$ cat src/rtl/eectb_defines.vh
// How it works
// - Reset copies config shadow into live config
// - Config shadow uses latch-and-program sequence
// - Config shadow ships as f0, unprotected
// - Eleven-bit divisor sets 35 us timebase
// - Reset loads divisor from divisor shadows
// - Security zero locks divisor and its shadows
// - Divisor writable only unlatched and unsecured
// - Divider counts oscillator clock or bus clock
// - Divisor shadows use latch-and-program sequence
// - Shadow security zero reloads zero every reset
// - Wait mode leaves sequence running
// - Stop while programming suspends, restarts, refuses access
// - Stop after program-enable cleared aborts sequence
// - Latch cannot clear while program-enable set
// - Block protect bit blocks its 128-byte block
// - Program-enable needs latch and valid latched write
`ifndef EECTB_DEFINES_VH
`define EECTB_DEFINES_VH
// Register byte offsets
`define EECTB_OFS_CTRL 8'h00
`define EECTB_OFS_ACFG 8'h04
`define EECTB_OFS_DIVH 8'h08
`define EECTB_OFS_DIVL 8'h0c
`define EECTB_OFS_NCFG 8'h10
`define EECTB_OFS_NDVH 8'h14
`define EECTB_OFS_NDVL 8'h18
`define EECTB_OFS_STAT 8'h1c
`define EECTB_OFS_ARRW 8'h20
// Control fields
`define EECTB_CTL_PGM 0
`define EECTB_CTL_LAT 1
`define EECTB_CTL_AUTO 2
`define EECTB_CTL_MODE_LO 3
`define EECTB_CTL_MODE_HI 4
`define EECTB_CTL_REFSEL 5
// Divisor high fields
`define EECTB_DIVH_SECD 7
`define EECTB_DIVH_MASK 8'h87
// Array write field positions
`define EECTB_ARR_DATA_LO 16
`define EECTB_ARR_ADDR_HI 8
// Factory values
`define EECTB_NCFG_FACTORY 8'hf0
`define EECTB_NDVH_FACTORY 8'h80
`define EECTB_NDVL_FACTORY 8'hac
// Timing, in timebase ticks of 35 us
`define EECTB_TICK_US 35
`define EECTB_SEQ_TICKS 16'h0010
`define EECTB_FALL_TICKS 16'h0002
// Bus answers
`define EECTB_RESP_OKAY 2'b00
`define EECTB_RESP_SLVERR 2'b10
`endif

$ cat src/rtl/eectb_divider.v
`timescale 1ns/1ns
`default_nettype none
`include "eectb_defines.vh"
module eectb_divider #(
  parameter DW = 11
) (
  // Clock and reset
  input wire aclk,
  input wire aresetn,
  // Reference selection
  input wire ref_sel,
  input wire osc_edge,
  input wire [DW-1:0] divisor,
  // Timebase
  output reg tick
);
  reg [DW-1:0] cnt_reg;
  wire ref_en;

  // Bus clock counts every cycle, oscillator only on its rising edges
  assign ref_en = ref_sel ? 1'b1 : osc_edge;

  always @(posedge aclk) begin
    if (!aresetn) begin
      cnt_reg <= {DW{1'b0}};
      tick <= 1'b0;
    end else begin
      tick <= 1'b0;
      // Divisor of zero gives no timebase at all
      if (ref_en && (divisor != {DW{1'b0}})) begin
        if (cnt_reg >= divisor - {{(DW-1){1'b0}}, 1'b1}) begin
          cnt_reg <= {DW{1'b0}};
          tick <= 1'b1;
        end else begin
          cnt_reg <= cnt_reg + {{(DW-1){1'b0}}, 1'b1};
        end
      end
    end
  end
endmodule // eectb_divider
`default_nettype wire

$ cat src/rtl/eectb_top.v
// Added by the designer: the register offsets and the AXI4-Lite slave port.
`timescale 1ns/1ns
`default_nettype none
`include "eectb_defines.vh"
module eectb_top #(
  parameter [15:0] SEQ_TICKS = `EECTB_SEQ_TICKS,
  parameter [15:0] FALL_TICKS = `EECTB_FALL_TICKS
) (
  // Clock and resets
  input wire aclk,
  input wire aresetn,
  input wire por_n,
  // AXI4-Lite write
  input wire [7:0] s_axi_awaddr,
  input wire s_axi_awvalid,
  output wire s_axi_awready,
  input wire [31:0] s_axi_wdata,
  input wire [3:0] s_axi_wstrb,
  input wire s_axi_wvalid,
  output wire s_axi_wready,
  output reg [1:0] s_axi_bresp,
  output reg s_axi_bvalid,
  input wire s_axi_bready,
  // AXI4-Lite read
  input wire [7:0] s_axi_araddr,
  input wire s_axi_arvalid,
  output wire s_axi_arready,
  output reg [31:0] s_axi_rdata,
  output reg [1:0] s_axi_rresp,
  output reg s_axi_rvalid,
  input wire s_axi_rready,
  // System
  input wire stop_mode,
  input wire oscillator_output_clock,
  // Array side
  output wire program_voltage_on,
  output wire array_access_ok,
  output reg array_commit,
  output reg [8:0] array_addr,
  output reg [7:0] array_data,
  output reg [1:0] array_mode
);
  localparam [3:0] ST_IDLE = 4'b0001;
  localparam [3:0] ST_RUN = 4'b0010;
  localparam [3:0] ST_SUSP = 4'b0100;
  localparam [3:0] ST_FALL = 4'b1000;
  localparam [1:0] TGT_CFG = 2'd0;
  localparam [1:0] TGT_DVH = 2'd1;
  localparam [1:0] TGT_DVL = 2'd2;
  localparam [1:0] TGT_ARR = 2'd3;

  ////////////////////////////////////////////////////////////////////////////
  // Storage
  reg [7:0] cfg_shadow_reg;
  reg [7:0] dvh_shadow_reg;
  reg [7:0] dvl_shadow_reg;
  reg [7:0] array_config_live_reg;
  reg [7:0] divh_reg;
  reg [7:0] divl_reg;
  reg pgm_reg;
  reg lat_reg;
  reg auto_reg;
  reg [1:0] mode_reg;
  reg refsel_reg;
  reg valid_reg;
  reg [1:0] tgt_reg;
  reg [8:0] laddr_reg;
  reg [7:0] ldata_reg;
  reg [3:0] state_reg;
  reg [15:0] cnt_reg;
  reg done_reg;
  reg abort_reg;
  reg ld_pending_reg;
  reg osc_s1_reg;
  reg osc_s2_reg;
  reg osc_s3_reg;
  wire tick;

  wire secd = divh_reg[`EECTB_DIVH_SECD];

  ////////////////////////////////////////////////////////////////////////////
  // Reference clock and timebase
  always @(posedge aclk) begin
    osc_s1_reg <= oscillator_output_clock;
    osc_s2_reg <= osc_s1_reg;
    osc_s3_reg <= osc_s2_reg;
  end

  eectb_divider #(
    .DW(11)
  ) u_div (
    .aclk(aclk),
    .aresetn(aresetn),
    .ref_sel(refsel_reg),
    .osc_edge(osc_s2_reg & ~osc_s3_reg),
    .divisor({divh_reg[2:0], divl_reg}),
    .tick(tick)
  );

  ////////////////////////////////////////////////////////////////////////////
  // AXI4-Lite handshake, one write and one read at a time
  assign s_axi_awready = s_axi_awvalid & s_axi_wvalid & ~s_axi_bvalid;
  assign s_axi_wready = s_axi_awready;
  wire wr_en = s_axi_awready;
  wire [7:0] wr_ofs = {s_axi_awaddr[7:2], 2'b00};
  wire [7:0] wd = s_axi_wdata[7:0];
  assign s_axi_arready = ~s_axi_rvalid;

  // Only the low byte strobe is checked, though array write data and address also use bytes 1 and 2
  wire lane0 = s_axi_wstrb[0];
  wire mapped_w = (wr_ofs <= `EECTB_OFS_ARRW);

  always @(posedge aclk) begin
    if (!aresetn) begin
      s_axi_bvalid <= 1'b0;
      s_axi_bresp <= `EECTB_RESP_OKAY;
    end else if (wr_en) begin
      s_axi_bvalid <= 1'b1;
      s_axi_bresp <= mapped_w ? `EECTB_RESP_OKAY : `EECTB_RESP_SLVERR;
    end else if (s_axi_bready) begin
      s_axi_bvalid <= 1'b0;
    end
  end

  wire [7:0] rd_ofs = {s_axi_araddr[7:2], 2'b00};
  reg [31:0] rd_mux;
  always @* begin
    rd_mux = 32'h00000000;
    case (rd_ofs)
      `EECTB_OFS_CTRL: rd_mux[5:0] = {refsel_reg, mode_reg, auto_reg, lat_reg, pgm_reg};
      `EECTB_OFS_ACFG: rd_mux[7:0] = array_config_live_reg;
      `EECTB_OFS_DIVH: rd_mux[7:0] = divh_reg;
      `EECTB_OFS_DIVL: rd_mux[7:0] = divl_reg;
      `EECTB_OFS_NCFG: rd_mux[7:0] = cfg_shadow_reg;
      `EECTB_OFS_NDVH: rd_mux[7:0] = dvh_shadow_reg;
      `EECTB_OFS_NDVL: rd_mux[7:0] = dvl_shadow_reg;
      `EECTB_OFS_STAT: rd_mux[4:0] = {valid_reg, done_reg, abort_reg,
                                      state_reg[2], ~state_reg[0]};
      `EECTB_OFS_ARRW: rd_mux[23:0] = {ldata_reg, 7'h00, laddr_reg};
      default: rd_mux = 32'h00000000;
    endcase
  end

  always @(posedge aclk) begin
    if (!aresetn) begin
      s_axi_rvalid <= 1'b0;
      s_axi_rdata <= 32'h00000000;
      s_axi_rresp <= `EECTB_RESP_OKAY;
    end else if (s_axi_arvalid && s_axi_arready) begin
      s_axi_rvalid <= 1'b1;
      s_axi_rdata <= rd_mux;
      s_axi_rresp <= (rd_ofs <= `EECTB_OFS_ARRW) ? `EECTB_RESP_OKAY : `EECTB_RESP_SLVERR;
    end else if (s_axi_rready) begin
      s_axi_rvalid <= 1'b0;
    end
  end

  ////////////////////////////////////////////////////////////////////////////
  // Latch-and-program target check
  wire to_cfg = (wr_ofs == `EECTB_OFS_NCFG);
  wire to_dvh = (wr_ofs == `EECTB_OFS_NDVH);
  wire to_dvl = (wr_ofs == `EECTB_OFS_NDVL);
  wire to_arr = (wr_ofs == `EECTB_OFS_ARRW);
  wire [8:0] wr_arr_addr = s_axi_wdata[`EECTB_ARR_ADDR_HI:0];
  wire blk_prot = array_config_live_reg[wr_arr_addr[8:7]];
  // Divisor shadows refuse a latch once security is on
  wire wr_latchable = wr_en && lane0 && lat_reg && !pgm_reg &&
                        (to_cfg || (to_arr && !blk_prot) ||
                         ((to_dvh || to_dvl) && secd));

  ////////////////////////////////////////////////////////////////////////////
  // Sequence completion and commit value
  wire seq_end = state_reg[1] && tick && (cnt_reg == SEQ_TICKS - 16'h0001);
  wire [7:0] tgt_now = (tgt_reg == TGT_CFG) ? cfg_shadow_reg :
                       (tgt_reg == TGT_DVH) ? dvh_shadow_reg : dvl_shadow_reg;
  // Program only clears bits, any erase mode restores ones
  wire [7:0] nv_result = (mode_reg == 2'b00) ? (tgt_now & ldata_reg) : 8'hff;

  // Nonvolatile bytes survive system reset, only power-on sets them
  always @(posedge aclk) begin
    if (!por_n) begin
      cfg_shadow_reg <= `EECTB_NCFG_FACTORY;
      dvh_shadow_reg <= `EECTB_NDVH_FACTORY;
      dvl_shadow_reg <= `EECTB_NDVL_FACTORY;
    end else if (seq_end && !done_reg) begin
      case (tgt_reg)
        TGT_CFG: cfg_shadow_reg <= nv_result;
        TGT_DVH: dvh_shadow_reg <= nv_result;
        TGT_DVL: dvl_shadow_reg <= nv_result;
        default: cfg_shadow_reg <= cfg_shadow_reg;
      endcase
    end
  end

  ////////////////////////////////////////////////////////////////////////////
  // Live copies, loaded from the shadows at every reset
  always @(posedge aclk) begin
    if (!aresetn) begin
      array_config_live_reg <= 8'h00;
      divh_reg <= 8'h00;
      divl_reg <= 8'h00;
    end else if (ld_pending_reg) begin
      array_config_live_reg <= cfg_shadow_reg;
      divh_reg <= dvh_shadow_reg & `EECTB_DIVH_MASK;
      divl_reg <= dvl_shadow_reg;
    end else if (wr_en && lane0 && !lat_reg && secd) begin
      if (wr_ofs == `EECTB_OFS_DIVH) begin
        divh_reg <= wd & `EECTB_DIVH_MASK;
      end
      if (wr_ofs == `EECTB_OFS_DIVL) begin
        divl_reg <= wd;
      end
    end
  end

  // Load happens on the first edge after reset release
  always @(posedge aclk) begin
    ld_pending_reg <= !aresetn;
  end

  ////////////////////////////////////////////////////////////////////////////
  // Control register and latch
  wire ctl_wr = wr_en && lane0 && (wr_ofs == `EECTB_OFS_CTRL);
  always @(posedge aclk) begin
    if (!aresetn) begin
      pgm_reg <= 1'b0;
      lat_reg <= 1'b0;
      auto_reg <= 1'b0;
      mode_reg <= 2'b00;
      refsel_reg <= 1'b0;
      valid_reg <= 1'b0;
      tgt_reg <= TGT_CFG;
      laddr_reg <= 9'h000;
      ldata_reg <= 8'h00;
    end else begin
      if (seq_end && auto_reg) begin
        pgm_reg <= 1'b0;
      end
      if (ctl_wr) begin
        auto_reg <= wd[`EECTB_CTL_AUTO];
        mode_reg <= wd[`EECTB_CTL_MODE_HI:`EECTB_CTL_MODE_LO];
        refsel_reg <= wd[`EECTB_CTL_REFSEL];
        // Set needs latch and a valid latched write
        pgm_reg <= wd[`EECTB_CTL_PGM] & lat_reg & valid_reg;
        // Clearing both at once clears only program-enable
        if (wd[`EECTB_CTL_LAT] || !pgm_reg) begin
          lat_reg <= wd[`EECTB_CTL_LAT];
          if (!wd[`EECTB_CTL_LAT]) begin
            valid_reg <= 1'b0;
          end
        end
      end else if (wr_latchable) begin
        // Last valid write wins
        valid_reg <= 1'b1;
        tgt_reg <= to_cfg ? TGT_CFG : to_dvh ? TGT_DVH : to_dvl ? TGT_DVL : TGT_ARR;
        laddr_reg <= to_arr ? wr_arr_addr : 9'h000;
        ldata_reg <= to_arr ? s_axi_wdata[`EECTB_ARR_DATA_LO+7:`EECTB_ARR_DATA_LO] : wd;
      end
    end
  end

  ////////////////////////////////////////////////////////////////////////////
  // Program/erase sequencer
  // Wait mode is not an input: the sequence keeps running through it
  always @(posedge aclk) begin
    if (!aresetn) begin
      state_reg <= ST_IDLE;
      cnt_reg <= 16'h0000;
      done_reg <= 1'b0;
      abort_reg <= 1'b0;
    end else begin
      // Status write of one clears the abort flag, a new abort wins
      if (wr_en && lane0 && (wr_ofs == `EECTB_OFS_STAT) && wd[2]) begin
        abort_reg <= 1'b0;
      end
      case (state_reg)
        ST_IDLE: begin
          if (pgm_reg && lat_reg && valid_reg && !stop_mode) begin
            state_reg <= ST_RUN;
            cnt_reg <= 16'h0000;
            done_reg <= 1'b0;
          end
        end
        ST_RUN: begin
          if (stop_mode && pgm_reg) begin
            state_reg <= ST_SUSP;
          end else if (!pgm_reg) begin
            state_reg <= ST_FALL;
            cnt_reg <= 16'h0000;
          end else if (tick && !done_reg) begin
            done_reg <= seq_end;
            cnt_reg <= cnt_reg + 16'h0001;
          end
        end
        ST_SUSP: begin
          // Restart from the beginning once stop is left
          if (!stop_mode) begin
            state_reg <= ST_RUN;
            cnt_reg <= 16'h0000;
            done_reg <= 1'b0;
          end
        end
        ST_FALL: begin
          if (stop_mode) begin
            state_reg <= ST_IDLE;
            abort_reg <= 1'b1;
          end else if (tick) begin
            if (cnt_reg >= FALL_TICKS - 16'h0001) begin
              state_reg <= ST_IDLE;
            end
            cnt_reg <= cnt_reg + 16'h0001;
          end
        end
        default: state_reg <= ST_IDLE;
      endcase
    end
  end

  // High voltage off while suspended
  assign program_voltage_on = state_reg[1] & pgm_reg & lat_reg & valid_reg & ~done_reg;
  assign array_access_ok = ~(state_reg[1] | state_reg[2]);

  ////////////////////////////////////////////////////////////////////////////
  // Array commit to the cells outside
  always @(posedge aclk) begin
    if (!aresetn) begin
      array_commit <= 1'b0;
      array_addr <= 9'h000;
      array_data <= 8'h00;
      array_mode <= 2'b00;
    end else begin
      array_commit <= seq_end && !done_reg && (tgt_reg == TGT_ARR);
      array_addr <= laddr_reg;
      array_data <= ldata_reg;
      array_mode <= mode_reg;
    end
  end
endmodule // eectb_top
`default_nettype wire
$ cat config.mk
export PLATFORM = sky130hd
export DESIGN_NAME = eectb_top
export DESIGN_NICKNAME = d
export VERILOG_FILES = /design/src/rtl/eectb_divider.v /design/src/rtl/eectb_top.v
export VERILOG_INCLUDE_DIRS = /design/src /design/src/rtl
export SDC_FILE = /design/constraint.sdc
export NUM_CORES = 1
export LEC_CHECK = 0
export ABC_AREA = 1
export ABC_CLOCK_PERIOD_IN_PS = 2800
export BUFFER_PORTS_ARGS = -buffer_cell sky130_fd_sc_hd__buf_2
export CAP_MARGIN = 10
export CORE_MARGIN = 5
export CORE_UTILIZATION = 50
export CTS_CLUSTER_SIZE = 16
export DETAILED_ROUTE_END_ITERATION = 6
export PLACE_DENSITY = 0.74
export REMOVE_ABC_BUFFERS = 1
export SYNTH_ARGS = -nofsm -noshare
export SYNTH_HDL_FRONTEND = slang
export SYNTH_SLANG_ARGS = --single-unit
$ cat constraint.sdc
create_clock -name aclk -period 2.8 [get_ports aclk]
set_input_delay 0.28 -clock aclk [delete_from_list [all_inputs] [get_ports aclk]]
set_output_delay 0.28 -clock aclk [all_outputs]
set_load 0.01 [all_outputs]
======== Yosys cells after proc, flatten, opt, wreduce, memory -nomap -nowiden ========
Cells that the tools add are included.
W data, S select, Z words.
operators by class
  order comparisons ....................... 5
  add/subtract/negate cells ............... 3
  bitwise operators ....................... 18
  muxes and demuxes ....................... 60
  reductions and logical operators ........ 59
  eq/ne operators ......................... 36
operators with widths
  cell                     number
  $mux W16                 8
  $mux W8                  10
  $pmux W16 S4             1
  $eq A6 B3 Y1 const B     8
  $pmux W5 S9              1
  $mux W4                  7
  $eq A6 B2 Y1 const B     4
  $logic_and A1 B1 Y1      23
  $mux W1                  22
  $add A16 B1 Y16 const B  1
  $eq A16 B4 Y1 const B    1
  $ge A16 B1 Y1 const B    1
  $le A8 B6 Y1 const B     2
  $logic_not A8 Y1         2
  $pmux W4 S4              1
  $reduce_and A2 Y1        8
  $ne A2 B2 Y1 const B     7
  $pmux W2 S7              1
  $reduce_bool A2 Y1       7
  $eq A6 B4 Y1 const B     2
  $add A11 B1 Y11 const B  1
  $ge A11 B11 Y1           1
  $mux W11                 1
  $reduce_bool A11 Y1      1
  30 further kinds         60
word-level totals
  bits of input ports ..................... 62
  bits in registers ....................... 158
  word-level logic and storage cells ...... 215
  output and inout port bits .............. 63

======== Logic depth before layout (Yosys ltp) ========
Gate-level depths: netlist of the first run.
  depth after elaboration ................. 9
  gate-level depth with buffers ........... 17

======== By module ========
Synthesis of the first run repeated with hierarchy kept, for this count alone.
unflattened totals
  cells, all modules ...................... 1227
  area, all modules ....................... 8050.2 sq um
modules (own cells, without submodules)
  module         cells each  area each (sq um)  seq. area each (sq um)  times used
  eectb_top      1053        6932.9             2742.6                  1
  eectb_divider  174         1117.3             240.2                   1

======== Least setup slack after synthesis of the first run ========
Ideal clock, no wire load.
  path kind ............................... reg2reg
  start point ............................. reg divl_reg[0]
  end point ............................... reg u_div.cnt_reg[10]
  slack ................................... 0.499 ns
  library setup time ...................... 0.118 ns
  stages on the path, launching flop included .. 18
  arrival ................................. 2.183 ns
  path buffers ............................ 0
  cells stage by stage .................... dfxtp_1 > inv_1 > ha_1 > inv_1 > nor2_2 > inv_1 > nor4_1 > xnor2_1 > ha_1 > nand2_1 > nor2_1 > nand2_1 > nor2_1 > nand2_1 > nand4_1 > nand2_1 > nand2_2 > nor2_1
on the way
  longest elaborated chain between the ends .. 3
ends and longest elaborated chain
  item                      line                RTL
  start: declaration        eectb_top.v:59      reg [7:0] divl_reg;
  start signal: assignment  eectb_top.v:205     divl_reg <= dvl_shadow_reg;
  start signal: assignment  eectb_top.v:211     divl_reg <= wd;
  $sub A11 B1 Y11           eectb_divider.v:31  if (cnt_reg >= divisor - {{(DW-1){1'b0}}, 1'b1}) begin
  $ge A11 B11 Y1            eectb_divider.v:31
  $mux W11                  eectb_divider.v:31
  end signal: assignment    eectb_divider.v:25  cnt_reg <= {DW{1'b0}};
  end signal: assignment    eectb_divider.v:32  cnt_reg <= {DW{1'b0}};
  end signal: assignment    eectb_divider.v:35  cnt_reg <= cnt_reg + {{(DW-1){1'b0}}, 1'b1};
  end: declaration          eectb_divider.v:17  reg [DW-1:0] cnt_reg;
Several ways; a longest one is shown, not always the timed one.
A chain may end at the register's enable or synchronous reset.

======== Worst setup path in the final report of the first run ========
  start point ............................. reg divl_reg[0]
  end point ............................... reg u_div.cnt_reg[9]
Same word-level chain as after synthesis.

==> results of run 1 <==
-- worst max-delay path by stage --
| stage | start | endpoint | slack [ns] |
|---|---|---|---|
| final | divl_reg[0]$_SDFFE_PN0P_ | u_div.cnt_reg[9]$_SDFFE_PN0P_ | 0.28 |
| after global routing | divl_reg[0]$_SDFFE_PN0P_ | u_div.cnt_reg[7]$_SDFFE_PN0P_ | -0.007 |
| after CTS | divl_reg[0]$_SDFFE_PN0P_ | u_div.cnt_reg[10]$_SDFFE_PN0P_ | 0.1 |
| after detailed placement | divl_reg[0]$_SDFFE_PN0P_ | u_div.cnt_reg[8]$_SDFFE_PN0P_ | 0.14 |
| after global placement | divl_reg[0]$_SDFFE_PN0P_ | u_div.cnt_reg[3]$_SDFFE_PN0P_ | 0.25 |
| after floorplan | s_axi_bvalid$_SDFFE_PN0P_ | laddr_reg[1]$_SDFFE_PN0P_ | 0.38 |
-- cell type report --
class	count	area (um2)	area share, %
inverter	115	432	4.79
multi-input combinational	903	4210	46.7
clock buffer	20	467	5.18
timing repair buffer	96	510	5.67
sequential	149	2980	33.1
tap	211	264	2.93
clock inverter	12	144	1.60
-- report_power, final --
part	internal [mW]	switching, mW	leakage (nW)	total [mW]
clock	1.40	0.948	0.295	2.35
sequential	2.18	0.0643	1.21	2.24
combinational	0.260	0.615	2.73	0.875
total	3.84	1.63	4.23	5.47
-- metrics by stage --
step                instances  worst slack (ns)  setup TNS (ns)
CTS                      1505            0.0995               0
detailed placement       1472             0.136               0
global placement         1472             0.254               0
finish                   1506             0.277               0
floorplan                1166             0.377               0
global route             1506          -0.00658         -0.0129
-- cell families (layout without fill, tap and decap cells) --
kind of cell / Yosys count / in the layout / share of synthesized area (%)
other cells: 1 / 17 / 0.0479
flops: 149 / 149 / 38.1
simple gates: 690 / 691 / 37.2
compound gates: 162 / 162 / 10.8
buf+inv: 170 / 243 / 9.38
fa+ha+maj: 16 / 16 / 2.56
xor+xnor: 17 / 17 / 1.90
-- routing by layer --
metal,GRT usage (%),vias to the layer above
li1,-,4000
met1,34.6,3557
met2,36.9,334
met3,5.29,33
met4,7.17,0
met5,0,-
-- layout by cell type (no fill, tap or decap), types with 3 or more instances in the layout --
cell | synthesis | routed
dfxtp_1 | 149 | 149
o21ai_0 | 75 | 75
clkinv_4 | 0 | 4
nor3_1 | 17 | 17
nand2_1 | 354 | 353
buf_4 | 20 | 10
inv_1 | 111 | 111
ha_1 | 16 | 16
nand3_2 | 3 | 3
nand2_2 | 5 | 5
nand4_1 | 19 | 19
o211ai_1 | 5 | 5
inv_2 | 4 | 4
nand3_1 | 115 | 115
clkbuf_8 | 0 | 3
xor2_1 | 12 | 12
buf_2 | 5 | 85
xnor2_1 | 5 | 5
a21oi_1 | 71 | 71
clkbuf_16 | 0 | 17
nor2_4 | 2 | 3
conb_1 | 1 | 17
nor2_1 | 157 | 157
nor2_2 | 10 | 9
-- critical path: cells and delay by family, from the launching register on --
kind / cells / cell delay (ns)
DFF: 1 / 0.33
buffers and inverters: 3 / 0.29
adders and majority gates: 2 / 0.54
and+or+nand+nor: 11 / 1.15
xor gates and xnor gates: 1 / 0.11
-- timing repair --
item	4_1_cts	5_1_grt
setup endpoints to repair	0	11
hold buffers	1	0
hold endpoints to repair	1	0
gates resized for setup	0	6
==> flow_summary.ini, run 1 <==
[layout]
drive_above_1_share_pct = 12.2
diodes = 0
nNetsFinal = 1360
nFillCells = 1508
largest_reg_flops = 17
synthToLayoutAreaGrowth_pct = 15.1
final_cell_area_um2 = 9010
final_util_pct = 59.0

[clock_tree]
cts-root-buf = clkbuf_16
cts_made_buffers = 17
clk_latency_ns = 0.43
cts_sinks = 149
post_cts_buffers = 0
htree_levels = 4
cts_tree = built
clk_pin_slew_ns = 0.06
clockBufferDepth = 2

[placed_design]
place_area_um2 = 8350
dp_hpwl_um = 16200
port_buffers = 85
gp_congestion = 0.933

[pwr]
power_density_nw_per_um2 = 607
total_power_mw = 5.47
ir_drop_uv = 429
p_leak_nw = 4.23

[worst_setup_path]
timing.rr.start = divl_reg[0]$_SDFFE_PN0P_
reg2regPathDepth = 17
cp.required_ns = 3.12
cp_slowest_cell = dfxtp_1
slowest_delay_ns = 0.33
worstSetupStartpointType = register
crit_arrival_ns = 2.84
worst-path-max-fanout = 5
cp_cell_sequence = inv_1, ha_1, inv_1, nor2_4, inv_1, nor4_4, xnor2_1, ha_1, nand2_1, nor2_1, nand2_1, nor2_1, nand2_1, nand4_1, nand2_2, nand2_4, nor2_1
critPathKind = reg2reg
timing.rr.end = u_div.cnt_reg[9]$_SDFFE_PN0P_
worstSetupEndpointType = register
reg2reg_slack_ns = 0.28

[outcome]
status = finished, violations left
violations = design-rule violations

[worst_hold_path]
whs_path_depth = 3
holdCritStartpoint = s_axi_wdata[2]
whs_endpoint = laddr_reg[2]$_SDFFE_PN0P_
hp-class = in2reg

[detailed_routing]
drt_first_pass_iters = 7
avgViaCountPerCell = 5.26
antenna_left = 0
dr_total_vias = 7924
highest_layer = met4
drc = 4
wl_met1_um = 10100
avgRoutedWirePerCell_um = 14.6
wl_met3_um = 1990
route.met2.wl_um = 9610
drtIter0Drc = 829
routed_wl_um = 22000

[logic_synthesis]
synth-seq-cells = 149
ys_seq_area_share_pct = 38.1
netlist_area_um2 = 7830
synth_top_area_share_pct = 38.1
synth.most_common_cell = nand2_1
synth-edff-count = 0
yosys-top-cells-count = 354 x nand2_1, 157 x nor2_1, 149 x dfxtp_1
synth_cells = 1205
yosys.area.top_type = dfxtp_1
synth_ff_type = dfxtp_1
yosysWarnings = 0
async_flop_share_pct = 0
syn_avg_cell_area_um2 = 6.50
ys_types = 38
yosys-top-cells-area = dfxtp_1 38%, nand2_1 17%, nor2_1 7.5%, nand3_1 7.4%, inv_1 5.3%

[global_routing]
overflow = 0
grt_max_degree = 53
grt_first_pass_wirelength_um = 35800
track_usage_pct = 24.3
antenna_found_initial = 0
grt_pass1_vias = 7171

[sta]
clock.fmax_ghz = 0.396
period_share_pct = 90.1
worst_pin_slew_ns = 0.878
hold_viol_final = 0
hold_slack_ns = 0.150
report.final.setup_viol = 0
finClkSkew_ns = 0.00848
slew_headroom_pct = 41.4
fin_crit_ns = 2.52
slew_violations = 0

[floorplan]
fp.coreArea_um2 = 15300
die_area_um2 = 18300
fp.dieW_um = 135
die_h_um = 135
io_pins = 125
rows = 45
start_util_pct = 51.3

[run]
maxCapViolCount = 0
(Power assumes the default switching activity.)
==> run 2: changes to the inputs <==
Settings changed: PLACE_DENSITY 0.74 to 0.7.
==> run 2 against run 1 <==
  * The flow now finishes without violations
  * Wire length barely moved
  * Register-to-register slack barely moved
  * Clock power fell by 3%
  * Power down 1.3%
  * First-iteration DRC count is 7.4% lower
  * Clock-buffer cell count decreased by 3
  * Combinational power fell by 0.7%
  * Maximum frequency fell by 0.35%
  * Die area unchanged
  * Final cell count fell by 0.13%
  * Largest power group unchanged
  * Highest routed layer unchanged
==> flow_summary.ini, run 2 (same netlist as run 1, synthesis figures left out) <==
[floorplan]
io_pins = 125
die_h_um = 135
rows = 45
fp.coreArea_um2 = 15300
start_util_pct = 51.3
die_area_um2 = 18300
fp.dieW_um = 135

[worst_setup_path]
worstSetupEndpointType = register
critPathMostFrequentCell = nand2_1
cp_cell_sequence = inv_1, ha_1, inv_1, nor2_4, inv_1, nor4_2, xnor2_1, ha_1, nand2_1, nor2_1, nand2_1, nor2_1, nand2_1, nand4_1, nand2_1, nand2_4, nor2_1
timing.rr.start = divl_reg[0]$_SDFFE_PN0P_
worstSetupStartpointType = register
reg2regPathDepth = 17
timing.rr.end = u_div.cnt_reg[9]$_SDFFE_PN0P_
reg2reg_slack_ns = 0.27
critPathKind = reg2reg
slowest_delay_ns = 0.34
crit_arrival_ns = 2.86
critPathBufInv = 3
critPathTopFamily = simple AND/OR/NAND/NOR gates
cp_slowest_cell = dfxtp_1
worst-path-max-fanout = 10
cp.required_ns = 3.13

[pwr]
p_int_mw = 3.63
p_leak_nw = 4.21
p_seq_share_pct = 41.6
power_density_nw_per_um2 = 601
p_sw_mw = 1.76
pwr-share-clk_pct = 42.3
p_comb_share_pct = 16.1
ir_drop_uv = 458
swShare_pct = 32.6

[clock_tree]
cts_made_buffers = 17
clk_latency_ns = 0.44
post_cts_buffers = 0
cts_tree = built
cts-root-buf = clkbuf_16
htree_levels = 4
cts_sinks = 149
clockBufferDepth = 2
clk_pin_slew_ns = 0.07

[layout]
drive_above_1_share_pct = 12.0
diodes = 0
nNetsFinal = 1358
final_common_cell = nand2_1
synthToLayoutAreaGrowth_pct = 14.6
final_cell_mix = 354 x nand2_1, 157 x nor2_1, 149 x dfxtp_1
final_cell_area_um2 = 8970
largest_reg_flops = 17

[sta]
report.final.setup_viol = 0
period_share_pct = 90.4
rsz0062_at_grt = false
clock.fmax_ghz = 0.395
slew_headroom_pct = 42.3
worst_pin_slew_ns = 0.865
slew_violations = 0
tns_ns = 0
fin_crit_ns = 2.53
finClkSkew_ns = 0.00935
hold_viol_final = 0

[global_routing]
grt_max_degree = 53
antenna_found_initial = 0
grt_pass1_vias = 7132
grt_first_pass_wirelength_um = 35600
track_usage_pct = 24.5
overflow = 0

[detailed_routing]
drtIter0Drc = 768
avgViaCountPerCell = 5.24
antenna_left = 0
drc = 0
routed_wl_um = 22000
drt_first_pass_iters = 6
dr_total_vias = 7880
avgRoutedWirePerCell_um = 14.6

[placed_design]
dp_hpwl_um = 16000
place_area_um2 = 8350
port_buffers = 85
gp_congestion = 0.940

[worst_hold_path]
holdCritStartpoint = s_axi_wdata[0]
whs_path_depth = 3
hp-class = in2reg
whs_endpoint = laddr_reg[0]$_SDFFE_PN0P_

[run]
maxCapViolCount = 0

[outcome]
status = finished, final reports clean
-- run 2: cell types whose count changed in the layout (fill, tap and decap cells not counted), moves of 2 or more --
cell and change:
buf_4 -2, bufinv_16 -2, clkbuf_8 -3, clkinv_4 -4, clkinv_8 +3, inv_8 +5
-- run 2: cell type report --
class | instances | area, um2
clock buffers | 17 | 425
clock inverters | 15 | 165
fillers | 1495 | 6290
inverters | 115 | 432
multi-input cells | 902 | 4190
flip-flops and latches | 149 | 2980
well taps | 211 | 264
repair buffers | 95 | 515
-- run 2: worst max path at each step --
stage                                          from                             end  cells after the start
after floorplan           s_axi_bvalid$_SDFFE_PN0P_       laddr_reg[1]$_SDFFE_PN0P_                      6
after global placement     divl_reg[0]$_SDFFE_PN0P_  u_div.cnt_reg[10]$_SDFFE_PN0P_                     17
after detailed placement   divl_reg[0]$_SDFFE_PN0P_   u_div.cnt_reg[9]$_SDFFE_PN0P_                     17
after CTS                  divl_reg[0]$_SDFFE_PN0P_  u_div.cnt_reg[10]$_SDFFE_PN0P_                     17
after global routing       divl_reg[0]$_SDFFE_PN0P_  u_div.cnt_reg[10]$_SDFFE_PN0P_                     17
final                      divl_reg[0]$_SDFFE_PN0P_   u_div.cnt_reg[9]$_SDFFE_PN0P_                     17
-- run 2: repair_timing --
item                                    CTS  global route
hold buffers                              1             0
endpoints found under the hold margin     1             0
endpoints found under the setup margin    0            10
resized for setup                         0             3
-- run 2: power groups by stage --
stage | combinational [mW] | clock [mW] | sequential, mW
2_1_floorplan | 0.583 | 0 | 2.29
3_3_place_gp | 0.849 | 0 | 2.29
3_5_place_dp | 0.853 | 0 | 2.29
4_1_cts | 0.859 | 2.32 | 2.24
5_1_grt | 0.982 | 2.40 | 2.25
6_report | 0.869 | 2.28 | 2.24
-- run 2: tightest hold or removal path, delay by kind of cell --
kind            cells  cell delay [ns]
compound gates      1             0.07
simple gates        1             0.05
buf+inv             1             0.12
-- run 2: routing by layer --
metal | wire length, um | share of wire, % | track usage [%] | vias up
met2 | 9320 | 42 | 36.2 | 330
met3 | 1980 | 9.0 | 6.41 | 53
li1 | - | - | - | 3993
met4 | 643 | 2.9 | 9.74 | 0
met1 | 10100 | 46 | 33.9 | 3504
met5 | 0 | 0 | 0 | -
-- run 2: metrics by stage --
| stage | cells | hold slack, ns | total power, mW | setup WS, ns | utilization, % |
|---|---|---|---|---|---|
| floorplan | 1166 | 0.308 | 2.87 | 0.377 | - |
| global placement | 1471 | 0.316 | 3.14 | 0.236 | 54.8 |
| detailed placement | 1471 | 0.315 | 3.14 | 0.137 | 54.8 |
| CTS | 1504 | 0.125 | 5.42 | 0.112 | 58.7 |
| global route | 1504 | 0.147 | 5.64 | 0.0130 | 58.8 |
| finish | 1504 | 0.135 | 5.39 | 0.268 | 58.8 |
==> run 3: changes to the inputs <==
Settings changed: PLACE_DENSITY 0.7 to 0.72.
==> run 3 against run 2 <==
  * Maximum frequency up 2.6%
  * Flip-flop and latch count did not move
  * Critical path depth unchanged
  * Global-route usage down 0.43 points
  * Core utilization grew 0.29 points
  * Non-clock buffer count unchanged
  * Sequential share of layout area down 0.16 points
  * Clock skew shrank 0.0017 ns
  * Sequential power about the same
  * Clock power increased by 4%
==> flow_summary.ini, run 3 (same netlist as run 1, synthesis figures left out) <==
[clock_tree]
cts-root-buf = clkbuf_16
cts_made_buffers = 17
clockBufferDepth = 2
htree_levels = 4
clk_pin_slew_ns = 0.07
cts_tree = built
cts_sinks = 149
clk_latency_ns = 0.43

[detailed_routing]
drc = 0
avgRoutedWirePerCell_um = 14.5
dr_total_vias = 7854
drt_first_pass_iters = 6
drtIter0Drc = 839
routed_wl_um = 21800
avgViaCountPerCell = 5.22
antenna_left = 0

[floorplan]
fp.dieW_um = 135
die_area_um2 = 18300
start_util_pct = 51.3
fp.coreArea_um2 = 15300
rows = 45
io_pins = 125
die_h_um = 135

[placed_design]
placed_cells = 1471
dp_hpwl_um = 16200
place_area_um2 = 8350
port_buffers = 85
gp_congestion = 0.933

[pwr]
power_density_nw_per_um2 = 609
p_leak_nw = 4.23
total_power_mw = 5.49
ir_drop_uv = 422

[layout]
largest_reg_flops = 17
nFillCells = 1484
fin_cells = 1505
nNetsFinal = 1359
drive_above_1_share_pct = 12.2
multi_input_area_um2 = 4210
seqCellArea_um2 = 2980
synthToLayoutAreaGrowth_pct = 15.2
diodes = 0
final_cell_area_um2 = 9010
final_cell_mix = 353 x nand2_1, 157 x nor2_1, 149 x dfxtp_1
final_common_cell = nand2_1

[worst_setup_path]
cp.required_ns = 3.12
cp_slowest_cell = dfxtp_1
cp_cell_sequence = inv_1, ha_2, inv_1, nor2_4, inv_1, nor4_4, xnor2_1, ha_1, nand2_1, nor2_1, nand2_1, nor2_1, nand2_1, nand4_1, nand2_2, nand2_2, nor2_1
critPathKind = reg2reg
worst-path-max-fanout = 5
timing.rr.end = u_div.cnt_reg[3]$_SDFFE_PN0P_
timing.rr.start = divl_reg[0]$_SDFFE_PN0P_
reg2regPathDepth = 17
crit_arrival_ns = 2.79
reg2reg_slack_ns = 0.33
worstSetupEndpointType = register
worstSetupStartpointType = register
slowest_delay_ns = 0.33

[sta]
slew_headroom_pct = 43.0
tns_ns = 0
period_share_pct = 88.2
finClkSkew_ns = 0.00761
clock.fmax_ghz = 0.405
hold_slack_ns = 0.140
hold_viol_final = 0
worst_pin_slew_ns = 0.855
fin_crit_ns = 2.47
report.final.setup_viol = 0
slew_violations = 0
rsz0062_at_grt = true

[global_routing]
grt_first_pass_wirelength_um = 35400
track_usage_pct = 24.0
grt_pass1_vias = 7035
overflow = 0
antenna_found_initial = 0
grt_max_degree = 35

[run]
maxCapViolCount = 0

[worst_hold_path]
whs_endpoint = laddr_reg[2]$_SDFFE_PN0P_
holdCritStartpoint = s_axi_wdata[2]
whs_path_depth = 3
hp-class = in2reg

[outcome]
status = finished, final reports clean
==> run 3: stage by stage <==
step / setup WS, ns / utilization, %
2_1_floorplan: 0.377 / -
3_3_place_gp: 0.247 / 54.8
3_5_place_dp: 0.134 / 54.8
4_1_cts: 0.117 / 58.8
5_1_grt: -0.0414 / 59.1
6_report: 0.331 / 59.1
==> run 3: worst max path at each step <==
| stage | slack (ns) | depth (start not counted) | to | startpoint |
|---|---|---|---|---|
| after floorplan | 0.38 | 6 | laddr_reg[1]$_SDFFE_PN0P_ | s_axi_bvalid$_SDFFE_PN0P_ |
| after global placement | 0.25 | 17 | u_div.cnt_reg[10]$_SDFFE_PN0P_ | divl_reg[0]$_SDFFE_PN0P_ |
| after detailed placement | 0.13 | 17 | u_div.cnt_reg[9]$_SDFFE_PN0P_ | divl_reg[0]$_SDFFE_PN0P_ |
| after CTS | 0.12 | 17 | u_div.cnt_reg[10]$_SDFFE_PN0P_ | divl_reg[0]$_SDFFE_PN0P_ |
| after global routing | -0.04 | 17 | u_div.cnt_reg[1]$_SDFFE_PN0P_ | divl_reg[2]$_SDFFE_PN0P_ |
| final | 0.33 | 17 | u_div.cnt_reg[3]$_SDFFE_PN0P_ | divl_reg[0]$_SDFFE_PN0P_ |
==> run 3: worst max-delay path, delay by kind of cell, from the launching register on <==
family | cells | cell delay (ns)
fa+ha+maj | 2 | 0.51
buf+inv | 3 | 0.28
flops | 1 | 0.33
xor+xnor | 1 | 0.11
simple gates | 11 | 1.15
==> run 3: repair_timing <==
| action | in CTS | in global routing |
|---|---|---|
| gates resized for setup | 0 | 6 |
| hold buffers | 1 | 0 |
| setup buffers | 0 | 0 |
| hold endpoints to repair | 1 | 0 |
| setup endpoints to repair | 0 | 12 |
==> run 3: per-layer routing <==
layer / wire [um] / GRT usage [%] / vias to the layer above / part of all wire [%]
li1: - / - / 3995 / -
met1: 10100 / 34.9 / 3514 / 46
met2: 9520 / 36.5 / 317 / 44
met3: 1780 / 4.21 / 28 / 8.2
met4: 371 / 7.05 / 0 / 1.7
met5: 0 / 0 / - / 0
==> run 3: power breakdown <==
group | leakage, nW | switching [mW] | internal, mW | total [mW]
logic | 2.72 | 0.614 | 0.260 | 0.874
clock network | 0.299 | 1.01 | 1.36 | 2.37
registers | 1.21 | 0.0656 | 2.18 | 2.24
==> run 3: layout make-up <==
| cell class | instances | area share (%) |
|---|---|---|
| clock buffers | 17 | 4.72 |
| clock inverters | 15 | 2.10 |
| well taps | 211 | 2.93 |
| flip-flops and latches | 149 | 33.1 |
| multi-input cells | 903 | 46.7 |
| repair buffers | 95 | 5.72 |
| inverters | 115 | 4.79 |
